## src/verilog/ucfb_consts.svh

```systemverilog
// constants of the serial to CAN filter and pair bridge
`ifndef UCFB_CONSTS_SVH
`define UCFB_CONSTS_SVH
`define UCFB_CLK_MHZ 25
`define UCFB_MS_US 1000
`define UCFB_MS_CYCLES (`UCFB_MS_US * `UCFB_CLK_MHZ)
`define UCFB_ERR_MS 9'd300
`define UCFB_CTRL_OFS 5'h00
`define UCFB_CODE_OFS 5'h04
`define UCFB_MASK_OFS 5'h08
`define UCFB_TXID_OFS 5'h0c
`define UCFB_TERM_OFS 5'h10
`define UCFB_TMO_OFS 5'h14
`define UCFB_STAT_OFS 5'h18
`define UCFB_CTRL_PAIR 0
`define UCFB_CTRL_EXT 1
`define UCFB_CTRL_FIXID 2
`define UCFB_CTRL_RESPID 3
`define UCFB_CTRL_TERM_LSB 4
`define UCFB_CTRL_RST 7'h00
`define UCFB_TERM_RST 16'h0d0a
`define UCFB_TMO_RST 16'h0301
`define UCFB_STD_ID_W 11
`define UCFB_EXT_ID_W 29
`define UCFB_BUF_DEPTH 7'd72
`define UCFB_MAX_DLC 4'd8
`define UCFB_HDR_CHARS 2'd3
`define UCFB_CR 8'h0d
`define UCFB_LF 8'h0a
`endif

```

## src/verilog/ucfb_pkg.sv

```systemverilog
// types of the serial to CAN filter and pair bridge
`default_nettype none
package ucfb_pkg;
   typedef enum logic [1:0]
   {
      RX_IDLE  = 2'b00,
      RX_COPY  = 2'b01,
      RX_PFX   = 2'b10,
      RX_DRAIN = 2'b11
   } ucfb_rx_state_t;

   typedef enum logic [2:0]
   {
      TERM_NONE = 3'b000,
      TERM_CR   = 3'b001,
      TERM_LF   = 3'b010,
      TERM_CRLF = 3'b011,
      TERM_LFCR = 3'b100,
      TERM_USER = 3'b101
   } ucfb_term_t;

   typedef enum logic
   {
      PK_FILL = 1'b0,
      PK_SEND = 1'b1
   } ucfb_pk_state_t;
endpackage : ucfb_pkg
`default_nettype wire

```

## src/verilog/ucfb_accept_filter.sv

```systemverilog
// acceptance code and mask comparison of received identifiers
`timescale 1ns/1ps
`default_nettype none
`include "ucfb_consts.svh"
module ucfb_accept_filter
(
   input  wire logic [28:0] id,
   input  wire logic [28:0] code,
   input  wire logic [28:0] mask,
   input  wire logic        ext,
   output logic             pass
);
   logic [28:0] miss;

   // per bit mismatch, only where masked and inside the format width
   genvar i;
   generate
      for (i = 0; i < `UCFB_EXT_ID_W; i = i + 1)
      begin : gBit
         assign miss[i] = mask[i] & (id[i] ^ code[i])
                        & ((i < `UCFB_STD_ID_W) | ext);
      end
   endgenerate

   assign pass = ~|miss;
endmodule : ucfb_accept_filter
`default_nettype wire

```

## src/verilog/ucfb_tx_packer.sv

```systemverilog
// packs serial bytes into CAN frames for pair connection
`timescale 1ns/1ps
`default_nettype none
`include "ucfb_consts.svh"
module ucfb_tx_packer
(
   input  wire logic        clk,
   input  wire logic        rst,
   input  wire logic        ce,
   input  wire logic        clr,
   input  wire logic        en,
   input  wire logic        ext,
   input  wire logic        fixedEn,
   input  wire logic [28:0] fixedId,
   input  wire logic [7:0]  tmoMs,
   input  wire logic        msTick,
   input  wire logic        inValid,
   input  wire logic [7:0]  inData,
   output logic             inReady,
   output logic             outValid,
   output logic [28:0]      outId,
   output logic [3:0]       outDlc,
   output logic [63:0]      outData,
   input  wire logic        outReady
);
   ucfb_pkg::ucfb_pk_state_t stateReg;
   logic [1:0]  hdrCntReg;
   logic [11:0] dynIdReg;
   logic [3:0]  cntReg;
   logic [63:0] dataReg;
   logic [7:0]  idleMsReg;
   logic        take;
   logic        inHdr;
   logic [7:0]  lowChar;
   logic [3:0]  nib;
   logic        tmoHit;
   logic [28:0] idSel;

   // hex character to nibble and identifier choice
   assign take    = inValid & inReady;
   assign inHdr   = ~fixedEn & (hdrCntReg != `UCFB_HDR_CHARS);
   assign lowChar = inData | 8'h20;
   assign nib     = (inData <= 8'h39) ? 4'(inData - 8'h30) : 4'(lowChar - 8'h57);
   assign tmoHit  = msTick & ((idleMsReg + 8'h01) >= tmoMs);
   assign idSel   = fixedEn ? fixedId : {17'h0000, dynIdReg};
   // fill, send on eight bytes or serial timeout
   always_ff @(posedge clk or posedge rst)
   begin
      if (rst)
      begin
         stateReg  <= ucfb_pkg::PK_FILL;
         hdrCntReg <= 2'h0;
         dynIdReg  <= 12'h000;
         cntReg    <= 4'h0;
         dataReg   <= 64'h0;
         idleMsReg <= 8'h00;
         inReady   <= 1'b0;
         outValid  <= 1'b0;
         outId     <= 29'h0;
         outDlc    <= 4'h0;
         outData   <= 64'h0;
      end
      else if (ce)
      begin
         if (clr | ~en)
         begin
            stateReg  <= ucfb_pkg::PK_FILL;
            hdrCntReg <= 2'h0;
            cntReg    <= 4'h0;
            dataReg   <= 64'h0;
            idleMsReg <= 8'h00;
            inReady   <= 1'b0;
            outValid  <= 1'b0;
         end
         else
         begin
            case (stateReg)
               ucfb_pkg::PK_FILL:
               begin
                  inReady <= 1'b1;
                  if (take)
                  begin
                     idleMsReg <= 8'h00;
                     if (inHdr)
                     begin
                        dynIdReg  <= {dynIdReg[7:0], nib};
                        hdrCntReg <= hdrCntReg + 2'h1;
                     end
                     else
                     begin
                        dataReg[cntReg[2:0]*8 +: 8] <= inData;
                        cntReg <= cntReg + 4'h1;
                        if (cntReg == `UCFB_MAX_DLC - 4'h1)
                        begin
                           stateReg <= ucfb_pkg::PK_SEND;
                           inReady  <= 1'b0;
                        end
                     end
                  end
                  else if (msTick & ((cntReg != 4'h0) | (hdrCntReg != 2'h0)))
                  begin
                     idleMsReg <= idleMsReg + 8'h01;
                     if (tmoHit)
                     begin
                        idleMsReg <= 8'h00;
                        hdrCntReg <= 2'h0;
                        if (cntReg != 4'h0)
                        begin
                           stateReg <= ucfb_pkg::PK_SEND;
                           inReady  <= 1'b0;
                        end
                     end
                  end
               end
               ucfb_pkg::PK_SEND:
               begin
                  if (~outValid)
                  begin
                     outValid <= 1'b1;
                     outId    <= ext ? idSel : {18'h00000, idSel[10:0]};
                     outDlc   <= cntReg;
                     outData  <= dataReg;
                  end
                  else if (outReady)
                  begin
                     outValid <= 1'b0;
                     cntReg   <= 4'h0;
                     dataReg  <= 64'h0;
                     stateReg <= ucfb_pkg::PK_FILL;
                     inReady  <= 1'b1;
                  end
               end
               default:
                  stateReg <= ucfb_pkg::PK_FILL;
            endcase
         end
      end
   end
endmodule : ucfb_tx_packer
`default_nettype wire

```

## src/verilog/ucfb_bridge.sv

```systemverilog
// top: registers, receive filter, serial output buffer and error restart
//
// The placing of the registers and the Avalon-MM interface to the registers were left to the implementer.
`timescale 1ns/1ps
`default_nettype none
`include "ucfb_consts.svh"
module ucfb_bridge
#(
   parameter int unsigned MS_CYCLES = `UCFB_MS_CYCLES
)
(
   input  wire logic        clk,
   input  wire logic        rst,
   input  wire logic        ce,
   input  wire logic [4:0]  avs_address,
   input  wire logic        avs_read,
   input  wire logic        avs_write,
   input  wire logic [31:0] avs_writedata,
   input  wire logic [3:0]  avs_byteenable,
   output logic [31:0]      avs_readdata,
   output logic             avs_waitrequest,
   input  wire logic        serRxValid,
   input  wire logic [7:0]  serRxData,
   output logic             serRxReady,
   output logic             serTxValid,
   output logic [7:0]       serTxData,
   input  wire logic        serTxReady,
   input  wire logic        canRxValid,
   input  wire logic [28:0] canRxId,
   input  wire logic [3:0]  canRxDlc,
   input  wire logic [63:0] canRxData,
   output logic             canRxReady,
   output logic             canTxValid,
   output logic [28:0]      canTxId,
   output logic             canTxExt,
   output logic [3:0]       canTxDlc,
   output logic [63:0]      canTxData,
   input  wire logic        canTxReady,
   output logic             errLed,
   output logic             restartPulse
);
   logic [6:0]  ctrlReg;
   logic [28:0] codeReg;
   logic [28:0] maskReg;
   logic [28:0] txIdReg;
   logic [15:0] termReg;
   logic [15:0] tmoReg;
   logic [7:0]  dropCntReg;
   logic [31:0] beMask;
   logic        req;
   logic        wrEn;
   logic [31:0] rdMux;
   logic        pairEn;
   logic        extFmt;
   logic        respId;
   logic [2:0]  termSel;
   logic        termNone;

   // register decode and byte lane merge
   assign req      = avs_read | avs_write;
   assign wrEn     = avs_write & ~avs_waitrequest;
   assign beMask   = {{8{avs_byteenable[3]}}, {8{avs_byteenable[2]}},
                      {8{avs_byteenable[1]}}, {8{avs_byteenable[0]}}};
   assign pairEn   = ctrlReg[`UCFB_CTRL_PAIR];
   assign extFmt   = ctrlReg[`UCFB_CTRL_EXT];
   assign respId   = ctrlReg[`UCFB_CTRL_RESPID];
   assign termSel  = ctrlReg[`UCFB_CTRL_TERM_LSB +: 3];
   assign termNone = (termSel == ucfb_pkg::TERM_NONE);

   function automatic logic [31:0] mrg(input logic [31:0] old);
      mrg = (old & ~beMask) | (avs_writedata & beMask);
   endfunction : mrg

   // bus handshake: one wait cycle, write lands when waitrequest is low
   always_ff @(posedge clk or posedge rst)
   begin
      if (rst)
      begin
         avs_waitrequest <= 1'b1;
         avs_readdata    <= 32'h0;
      end
      else if (ce)
      begin
         if (req & avs_waitrequest)
         begin
            avs_waitrequest <= 1'b0;
            avs_readdata    <= rdMux;
         end
         else
         begin
            avs_waitrequest <= 1'b1;
         end
      end
   end

   // configuration registers
   always_ff @(posedge clk or posedge rst)
   begin
      if (rst)
      begin
         ctrlReg <= `UCFB_CTRL_RST;
         codeReg <= 29'h0;
         maskReg <= 29'h0;
         txIdReg <= 29'h0;
         termReg <= `UCFB_TERM_RST;
         tmoReg  <= `UCFB_TMO_RST;
      end
      else if (ce & wrEn)
      begin
         case (avs_address)
            `UCFB_CTRL_OFS: ctrlReg <= 7'(mrg({25'h0, ctrlReg}));
            `UCFB_CODE_OFS: codeReg <= 29'(mrg({3'h0, codeReg}));
            `UCFB_MASK_OFS: maskReg <= 29'(mrg({3'h0, maskReg}));
            `UCFB_TXID_OFS: txIdReg <= 29'(mrg({3'h0, txIdReg}));
            `UCFB_TERM_OFS: termReg <= 16'(mrg({16'h0, termReg}));
            `UCFB_TMO_OFS:  tmoReg  <= 16'(mrg({16'h0, tmoReg}));
            default:        ctrlReg <= ctrlReg;
         endcase
      end
   end

   // millisecond tick shared by timeouts and error lamp
   logic [31:0] msCntReg;
   logic        msTickReg;
   always_ff @(posedge clk or posedge rst)
   begin
      if (rst)
      begin
         msCntReg  <= 32'h0;
         msTickReg <= 1'b0;
      end
      else if (ce)
      begin
         msTickReg <= (msCntReg == 32'(MS_CYCLES - 1));
         msCntReg  <= (msCntReg == 32'(MS_CYCLES - 1)) ? 32'h0 : msCntReg + 32'h1;
      end
   end

   // receive path state
   ucfb_pkg::ucfb_rx_state_t rxState;
   logic [7:0]  bufMem [0:71];
   logic [6:0]  bufCntReg;
   logic [6:0]  rdIdxReg;
   logic [63:0] frmDataReg;
   logic [3:0]  frmLeftReg;
   logic [11:0] pfxIdReg;
   logic [1:0]  pfxCntReg;
   logic [7:0]  prevReg;
   logic        flushReg;
   logic [7:0]  canIdleReg;
   logic        errReg;
   logic [8:0]  errMsReg;
   logic        clrDp;
   logic        idPass;
   logic        rxTake;
   logic [7:0]  curByte;
   logic        termHit;
   logic        ovf;
   logic        outFree;
   logic [3:0]  pfxNib;
   logic [7:0]  pfxChar;
   logic        canTmoHit;
   logic [3:0]  dlcClip;
   logic        lastOut;

   ucfb_accept_filter uFilter
   (
      .id   (canRxId),
      .code (codeReg),
      .mask (maskReg),
      .ext  (extFmt),
      .pass (idPass)
   );

   // frame intake, terminator check, hex prefix and timeout terms
   assign clrDp     = restartPulse;
   assign rxTake    = canRxValid & canRxReady;
   assign curByte   = frmDataReg[7:0];
   assign ovf       = (rxState == ucfb_pkg::RX_COPY) & (frmLeftReg != 4'h0)
                    & (bufCntReg == `UCFB_BUF_DEPTH);
   assign termHit   = (termSel == ucfb_pkg::TERM_CR   & curByte == `UCFB_CR)
                    | (termSel == ucfb_pkg::TERM_LF   & curByte == `UCFB_LF)
                    | (termSel == ucfb_pkg::TERM_CRLF & prevReg == `UCFB_CR & curByte == `UCFB_LF)
                    | (termSel == ucfb_pkg::TERM_LFCR & prevReg == `UCFB_LF & curByte == `UCFB_CR)
                    | (termSel == ucfb_pkg::TERM_USER & prevReg == termReg[15:8]
                       & curByte == termReg[7:0]);
   assign outFree   = ~serTxValid | serTxReady;
   assign pfxNib    = pfxIdReg[4'(pfxCntReg) * 4'h4 +: 4];
   assign pfxChar   = (pfxNib < 4'ha) ? 8'h30 + {4'h0, pfxNib} : 8'h37 + {4'h0, pfxNib};
   assign canTmoHit = msTickReg & ((canIdleReg + 8'h01) >= tmoReg[7:0]);
   assign dlcClip   = (canRxDlc > `UCFB_MAX_DLC) ? `UCFB_MAX_DLC : canRxDlc;
   assign lastOut   = (rdIdxReg + 7'h01) == bufCntReg;

   // count of filtered-out frames for status
   always_ff @(posedge clk or posedge rst)
   begin
      if (rst)
         dropCntReg <= 8'h00;
      else if (ce & rxTake & ~idPass)
         dropCntReg <= dropCntReg + 8'h01;
   end

   // buffer write during copy
   always_ff @(posedge clk)
   begin
      if (ce & (rxState == ucfb_pkg::RX_COPY) & (frmLeftReg != 4'h0) & ~ovf)
         bufMem[bufCntReg] <= curByte;
   end

   // receive sequencer
   always_ff @(posedge clk or posedge rst)
   begin
      if (rst)
      begin
         rxState    <= ucfb_pkg::RX_IDLE;
         bufCntReg  <= 7'h00;
         rdIdxReg   <= 7'h00;
         frmDataReg <= 64'h0;
         frmLeftReg <= 4'h0;
         pfxIdReg   <= 12'h000;
         pfxCntReg  <= 2'h0;
         prevReg    <= 8'h00;
         flushReg   <= 1'b0;
         canIdleReg <= 8'h00;
         canRxReady <= 1'b0;
         serTxValid <= 1'b0;
         serTxData  <= 8'h00;
      end
      else if (ce)
      begin
         if (serTxReady)
            serTxValid <= 1'b0;
         if (clrDp | errReg)
         begin
            rxState    <= ucfb_pkg::RX_IDLE;
            bufCntReg  <= 7'h00;
            rdIdxReg   <= 7'h00;
            flushReg   <= 1'b0;
            canRxReady <= 1'b0;
            serTxValid <= 1'b0;
         end
         else
         begin
            case (rxState)
               ucfb_pkg::RX_IDLE:
               begin
                  canRxReady <= ~rxTake;
                  if (msTickReg & (bufCntReg != 7'h00))
                     canIdleReg <= canIdleReg + 8'h01;
                  if (rxTake & idPass & pairEn)
                  begin
                     canIdleReg <= 8'h00;
                     frmDataReg <= canRxData;
                     frmLeftReg <= dlcClip;
                     if (bufCntReg == 7'h00)
                        pfxIdReg <= canRxId[11:0];
                     rxState <= ucfb_pkg::RX_COPY;
                  end
                  else if (~rxTake & canTmoHit & (bufCntReg != 7'h00))
                  begin
                     canIdleReg <= 8'h00;
                     canRxReady <= 1'b0;
                     pfxCntReg  <= `UCFB_HDR_CHARS - 2'h1;
                     rxState    <= respId ? ucfb_pkg::RX_PFX : ucfb_pkg::RX_DRAIN;
                  end
               end
               ucfb_pkg::RX_COPY:
               begin
                  if (frmLeftReg != 4'h0)
                  begin
                     bufCntReg  <= bufCntReg + 7'h01;
                     prevReg    <= curByte;
                     frmDataReg <= {8'h00, frmDataReg[63:8]};
                     frmLeftReg <= frmLeftReg - 4'h1;
                     if (termHit)
                        flushReg <= 1'b1;
                  end
                  else if ((termNone | flushReg) & (bufCntReg != 7'h00))
                  begin
                     flushReg  <= 1'b0;
                     pfxCntReg <= `UCFB_HDR_CHARS - 2'h1;
                     rxState   <= respId ? ucfb_pkg::RX_PFX : ucfb_pkg::RX_DRAIN;
                  end
                  else
                  begin
                     canRxReady <= 1'b1;
                     rxState    <= ucfb_pkg::RX_IDLE;
                  end
               end
               ucfb_pkg::RX_PFX:
               begin
                  if (outFree)
                  begin
                     serTxValid <= 1'b1;
                     serTxData  <= pfxChar;
                     pfxCntReg  <= pfxCntReg - 2'h1;
                     if (pfxCntReg == 2'h0)
                        rxState <= ucfb_pkg::RX_DRAIN;
                  end
               end
               ucfb_pkg::RX_DRAIN:
               begin
                  if (outFree)
                  begin
                     serTxValid <= 1'b1;
                     serTxData  <= bufMem[rdIdxReg];
                     rdIdxReg   <= rdIdxReg + 7'h01;
                     if (lastOut)
                     begin
                        rdIdxReg   <= 7'h00;
                        bufCntReg  <= 7'h00;
                        canRxReady <= 1'b1;
                        rxState    <= ucfb_pkg::RX_IDLE;
                     end
                  end
               end
               default:
                  rxState <= ucfb_pkg::RX_IDLE;
            endcase
         end
      end
   end

   // overflow lamp for 300 ms, then one restart pulse
   always_ff @(posedge clk or posedge rst)
   begin
      if (rst)
      begin
         errReg       <= 1'b0;
         errMsReg     <= 9'h000;
         errLed       <= 1'b0;
         restartPulse <= 1'b0;
      end
      else if (ce)
      begin
         restartPulse <= 1'b0;
         if (ovf & ~errReg)
         begin
            errReg   <= 1'b1;
            errLed   <= 1'b1;
            errMsReg <= 9'h000;
         end
         else if (errReg & msTickReg)
         begin
            errMsReg <= errMsReg + 9'h001;
            if (errMsReg == `UCFB_ERR_MS - 9'h001)
            begin
               errReg       <= 1'b0;
               errLed       <= 1'b0;
               restartPulse <= 1'b1;
            end
         end
      end
   end

   // status and read mux
   assign rdMux = (avs_address == `UCFB_CTRL_OFS) ? {25'h0, ctrlReg}
                : (avs_address == `UCFB_CODE_OFS) ? {3'h0, codeReg}
                : (avs_address == `UCFB_MASK_OFS) ? {3'h0, maskReg}
                : (avs_address == `UCFB_TXID_OFS) ? {3'h0, txIdReg}
                : (avs_address == `UCFB_TERM_OFS) ? {16'h0, termReg}
                : (avs_address == `UCFB_TMO_OFS)  ? {16'h0, tmoReg}
                : (avs_address == `UCFB_STAT_OFS) ? {8'h00, dropCntReg, 1'b0, bufCntReg,
                                                     5'h00, rxState, errReg}
                : 32'h0;

   // transmit packer
   ucfb_tx_packer uPacker
   (
      .clk      (clk),
      .rst      (rst),
      .ce       (ce),
      .clr      (clrDp | errReg),
      .en       (pairEn),
      .ext      (extFmt),
      .fixedEn  (ctrlReg[`UCFB_CTRL_FIXID]),
      .fixedId  (txIdReg),
      .tmoMs    (tmoReg[15:8]),
      .msTick   (msTickReg),
      .inValid  (serRxValid),
      .inData   (serRxData),
      .inReady  (serRxReady),
      .outValid (canTxValid),
      .outId    (canTxId),
      .outDlc   (canTxDlc),
      .outData  (canTxData),
      .outReady (canTxReady)
   );

   // frame format flag follows configuration
   always_ff @(posedge clk or posedge rst)
   begin
      if (rst)
         canTxExt <= 1'b0;
      else if (ce)
         canTxExt <= extFmt;
   end
endmodule : ucfb_bridge
`default_nettype wire

```

## config.mk

```make
export PLATFORM = sky130hd
export DESIGN_NAME = ucfb_bridge
export DESIGN_NICKNAME = d
export VERILOG_FILES = /design/src/verilog/ucfb_pkg.sv /design/src/verilog/ucfb_accept_filter.sv /design/src/verilog/ucfb_tx_packer.sv /design/src/verilog/ucfb_bridge.sv
export VERILOG_INCLUDE_DIRS = /design/src /design/src/verilog
export SDC_FILE = /design/constraint.sdc
export NUM_CORES = 2
export LEC_CHECK = 0
export BUFFER_PORTS_ARGS = -buffer_cell sky130_fd_sc_hd__buf_2
export CORE_MARGIN = 1
export CORE_UTILIZATION = 55
export CTS_CLUSTER_SIZE = 28
export DETAILED_ROUTE_END_ITERATION = 7
export GPL_TIMING_DRIVEN = 0
export PLACE_DENSITY = 0.72
export SYNTH_ARGS = -nofsm -noshare
export SYNTH_HDL_FRONTEND = slang
export SYNTH_SLANG_ARGS = --single-unit
export TNS_END_PERCENT = 5
```

## constraint.sdc

```tcl
create_clock -name clk -period 16.3 [get_ports clk]
set_input_delay 0 -clock clk [delete_from_list [all_inputs] [get_ports clk]]
set_output_delay 0 -clock clk [all_outputs]
set_load 0.05 [all_outputs]
```

==> out/metrics.cfg <==
[sta]
final_max_slew_viol_count = 0
min_period_ns = 4.03
timing.final.crit_share_pct = 24.7
worst_pin_slew_ns = 1.28
finalSetupViolations = 0
skew_ns = 0.0578
rsz0062_at_grt = no
finalSetupTns_ns = 0
max_freq_mhz = 248
hold_viol_final = 0
slew_headroom_pct = 14.5

[clock_tree]
cts_setup_buffers = 0
htreeDepth = 3
cts_tree = done
cts_made_buffers = 109
insertion_delay_ns = 0.73
cts_root_buf = clkbuf_16
clock_path_buffers = 3
clk_pin_slew_worst_paths_ns = 0.06
cts_sinks = 1100

[drt]
drt_iter0_markers = 3437
viasPerCell = 6.15
postRouteAntennaNets = 0
drt_wl_total_microns = 134000
vias = 31900
drc = 0
routedWlPerCell_microns = 25.9
firstDrtPassIters = 6

[worst_setup_path]
crit_slowest_cell = nor2_1
reg2reg_depth = 7
worstSetupStartpointType = flop
slowest_delay_ns = 0.96
crit_chain = clkbuf_1 -> nand2b_1 -> nor2_1 -> nand2_1 -> nor3b_1 -> nand3_1 -> nor2_1
cp.required_ns = 16.59
crit_type = flop to flop
crit_family = simple AND/OR/NAND/NOR gates
crit_arrival_ns = 4.31
cp.buffers_inverters = 1
critPathCaptureType = flop
cp.depth = 7
critPathMaxFanout = 10
cp_common_cell = nor2_1

[pwr]
ir_drop_mv = 0.109
switching_share_pct = 31.4
p_leak_nw = 22.8
clkPwrFrac_pct = 32.2
switching_power_mw = 2.50
p_int_mw = 5.46
p_per_area_nw_per_um2 = 144
power.share.combinational_pct = 23.5
seq_power_share_pct = 44.3

[global_route]
antenna_found_initial = 10
grt_pass1_wl_microns = 199000
grt_pass1_vias = 31700
grt.busiest_layer = met2
grtUsageMet2_pct = 48.4
grt_max_degree = 124
grt_use_total_pct = 31.1
use_met1_pct = 42.5
met3_usage_pct = 6.91
grt_overflow = 0

[min_path]
holdCritPathClass = input pin to async pin

[final_layout]
n_fill_cell = 6108
multi_input_area_sq_um = 15600
seq_area_sq_um = 30400
final_core_util_pct = 65.8
syn_to_final_growth_pct = 17.6
drive_gt1_share_pct = 23.0
fin_nets = 4137

[synth]
synth_ff_type = edfxtp_1
synthCells = 3393
ys_async_sr_fraction_pct = 47.6
synth_edf_count = 576
seq_area_frac_synth_pct = 64.7
ys_ff_latch = 1100
syn-mean-instance-area_sq_um = 13.9
netlist_area_sq_um = 47000
ys_warn_count = 0
ys_types = 84

[outcome]
status = finished clean

[floorplan]
dieArea_sq_um = 86700
num_rows = 106
die_height_microns = 294
die_x_microns = 294
num_io_pins = 300
core_area_sq_um = 84100
start_util_pct = 55.9

[place]
routabilityCongestion = 0.962
port_buffers = 288
dp_hpwl_microns = 90500

[job]
maxCapViolCount = 0

[power groups by stage]
stage / Clock, mW / Sequential, mW / Combinational (mW)
floorplan: 0 / 3.58 / 1.06
global placement: 0 / 3.71 / 1.61
detailed placement: 0 / 3.57 / 1.81
CTS: 2.58 / 3.51 / 1.85
global route: 2.69 / 3.54 / 1.96
finish: 2.56 / 3.52 / 1.87
[cell families after synthesis]
logic type / after synthesis / synth area share, %
AND/OR/NAND/NOR: 1032 / 9.44
other: 1 / 0.00797
multiplexers: 451 / 14.0
buffers and inverters: 223 / 2.20
AO/OA/AOI/OAI: 437 / 6.63
XOR/XNOR: 114 / 2.12
adder cells (fa/ha/maj): 35 / 0.931
flip-flops: 1100 / 64.7
[placed cells by master (no fill, tap or decap), drive strengths merged, types with 58 or more instances in the layout]
cell type / Yosys / layout
xor2: 58 / 58
clkbuf: 110 / 252
a22o: 83 / 83
nand2: 612 / 612
mux4: 139 / 139
dlygate4sd3: 0 / 139
dfrtp: 515 / 515
nor2: 177 / 177
nand3: 74 / 74
buf: 68 / 369
o21ai: 105 / 105
edfxtp: 576 / 576
mux2: 229 / 229
mux2i: 83 / 83
[per-stage QoR]
step                total power [mW]  cells  hold WS (ns)  setup slack (ns)  area, sq um
floorplan                       4.64   3395         0.136              1.67        47000
global placement                5.32   4817         0.224             -4.27        49900
detailed placement              5.38   4830         0.229             12.37        50200
CTS                             7.95   5175        0.0184             12.36        55300
global route                    8.19   5179        0.0696             12.19        55300
finish                          7.96   5181        0.0203             12.27        55300
[layout make-up]
type                    instances  share of cell area [%]
flip-flops and latches       1100                    55.0
multi-input cells            2072                    28.2
repair buffers                441                    5.64
clock buffers                 141                    5.39
well taps                    1134                    2.56
plain buffers                 178                    1.56
clock inverters                65                    1.30
inverters                      45                   0.319
diodes                          5                  0.0226
[repair_timing]
action                                  in CTS  in global routing
endpoints found under the setup margin       0                  0
hold buffers                               139                  0
resized for setup                            0                  0
endpoints found under the hold margin      396                  0
[cells in the mapped netlist (29+ instances only)]
| cell | count | area share [%] |
|---|---|---|
| nand3_1 | 73 | 0.78 |
| and3_1 | 29 | 0.39 |
| clkbuf_1 | 110 | 0.88 |
| mux2_2 | 218 | 5.2 |
| xor2_1 | 58 | 1.1 |
| edfxtp_1 | 576 | 37 |
| inv_1 | 44 | 0.35 |
| nor2_1 | 177 | 1.4 |
| xnor2_1 | 56 | 1.0 |
| o21ai_0 | 96 | 1.0 |
| dfrtp_1 | 515 | 27 |
| mux4_2 | 139 | 6.7 |
| a22o_1 | 83 | 1.5 |
| ha_1 | 35 | 0.93 |
| mux2i_1 | 83 | 1.8 |
| a21oi_1 | 53 | 0.56 |
| nand2_1 | 612 | 4.9 |
[tightest hold or removal path: cells and delay by family]
| family | cells | cell delay [ns] |
|---|---|---|
| buffers and inverters | 3 | 1.25 |
[final timing paths]
| kind | startpoint | to | slack [ns] |
|---|---|---|---|
| worst min register to register | uPacker.dataReg[36] | uPacker.outData[36] | 0.43 |
| max in group asynchronous | rst | uPacker.dataReg[54] | 14.77 |
| worst min-delay path | rst | uPacker.outId[16] | 0.02 |
| worst max-delay path | rxState[1] | bufMem[62][5] | 12.27 |
| min in group clk | canRxData[60] | frmDataReg[60] | 0.06 |
| worst max register to register | rxState[1] | bufMem[62][5] | 12.27 |
[layer usage]
metal,vias up,part of all wire (%)
li1,13700,-
met4,14,4.3
met3,373,9.9
met2,1645,46
met1,16100,39
met5,-,0.070
Note: power is estimated with default switching activity, not from simulation.
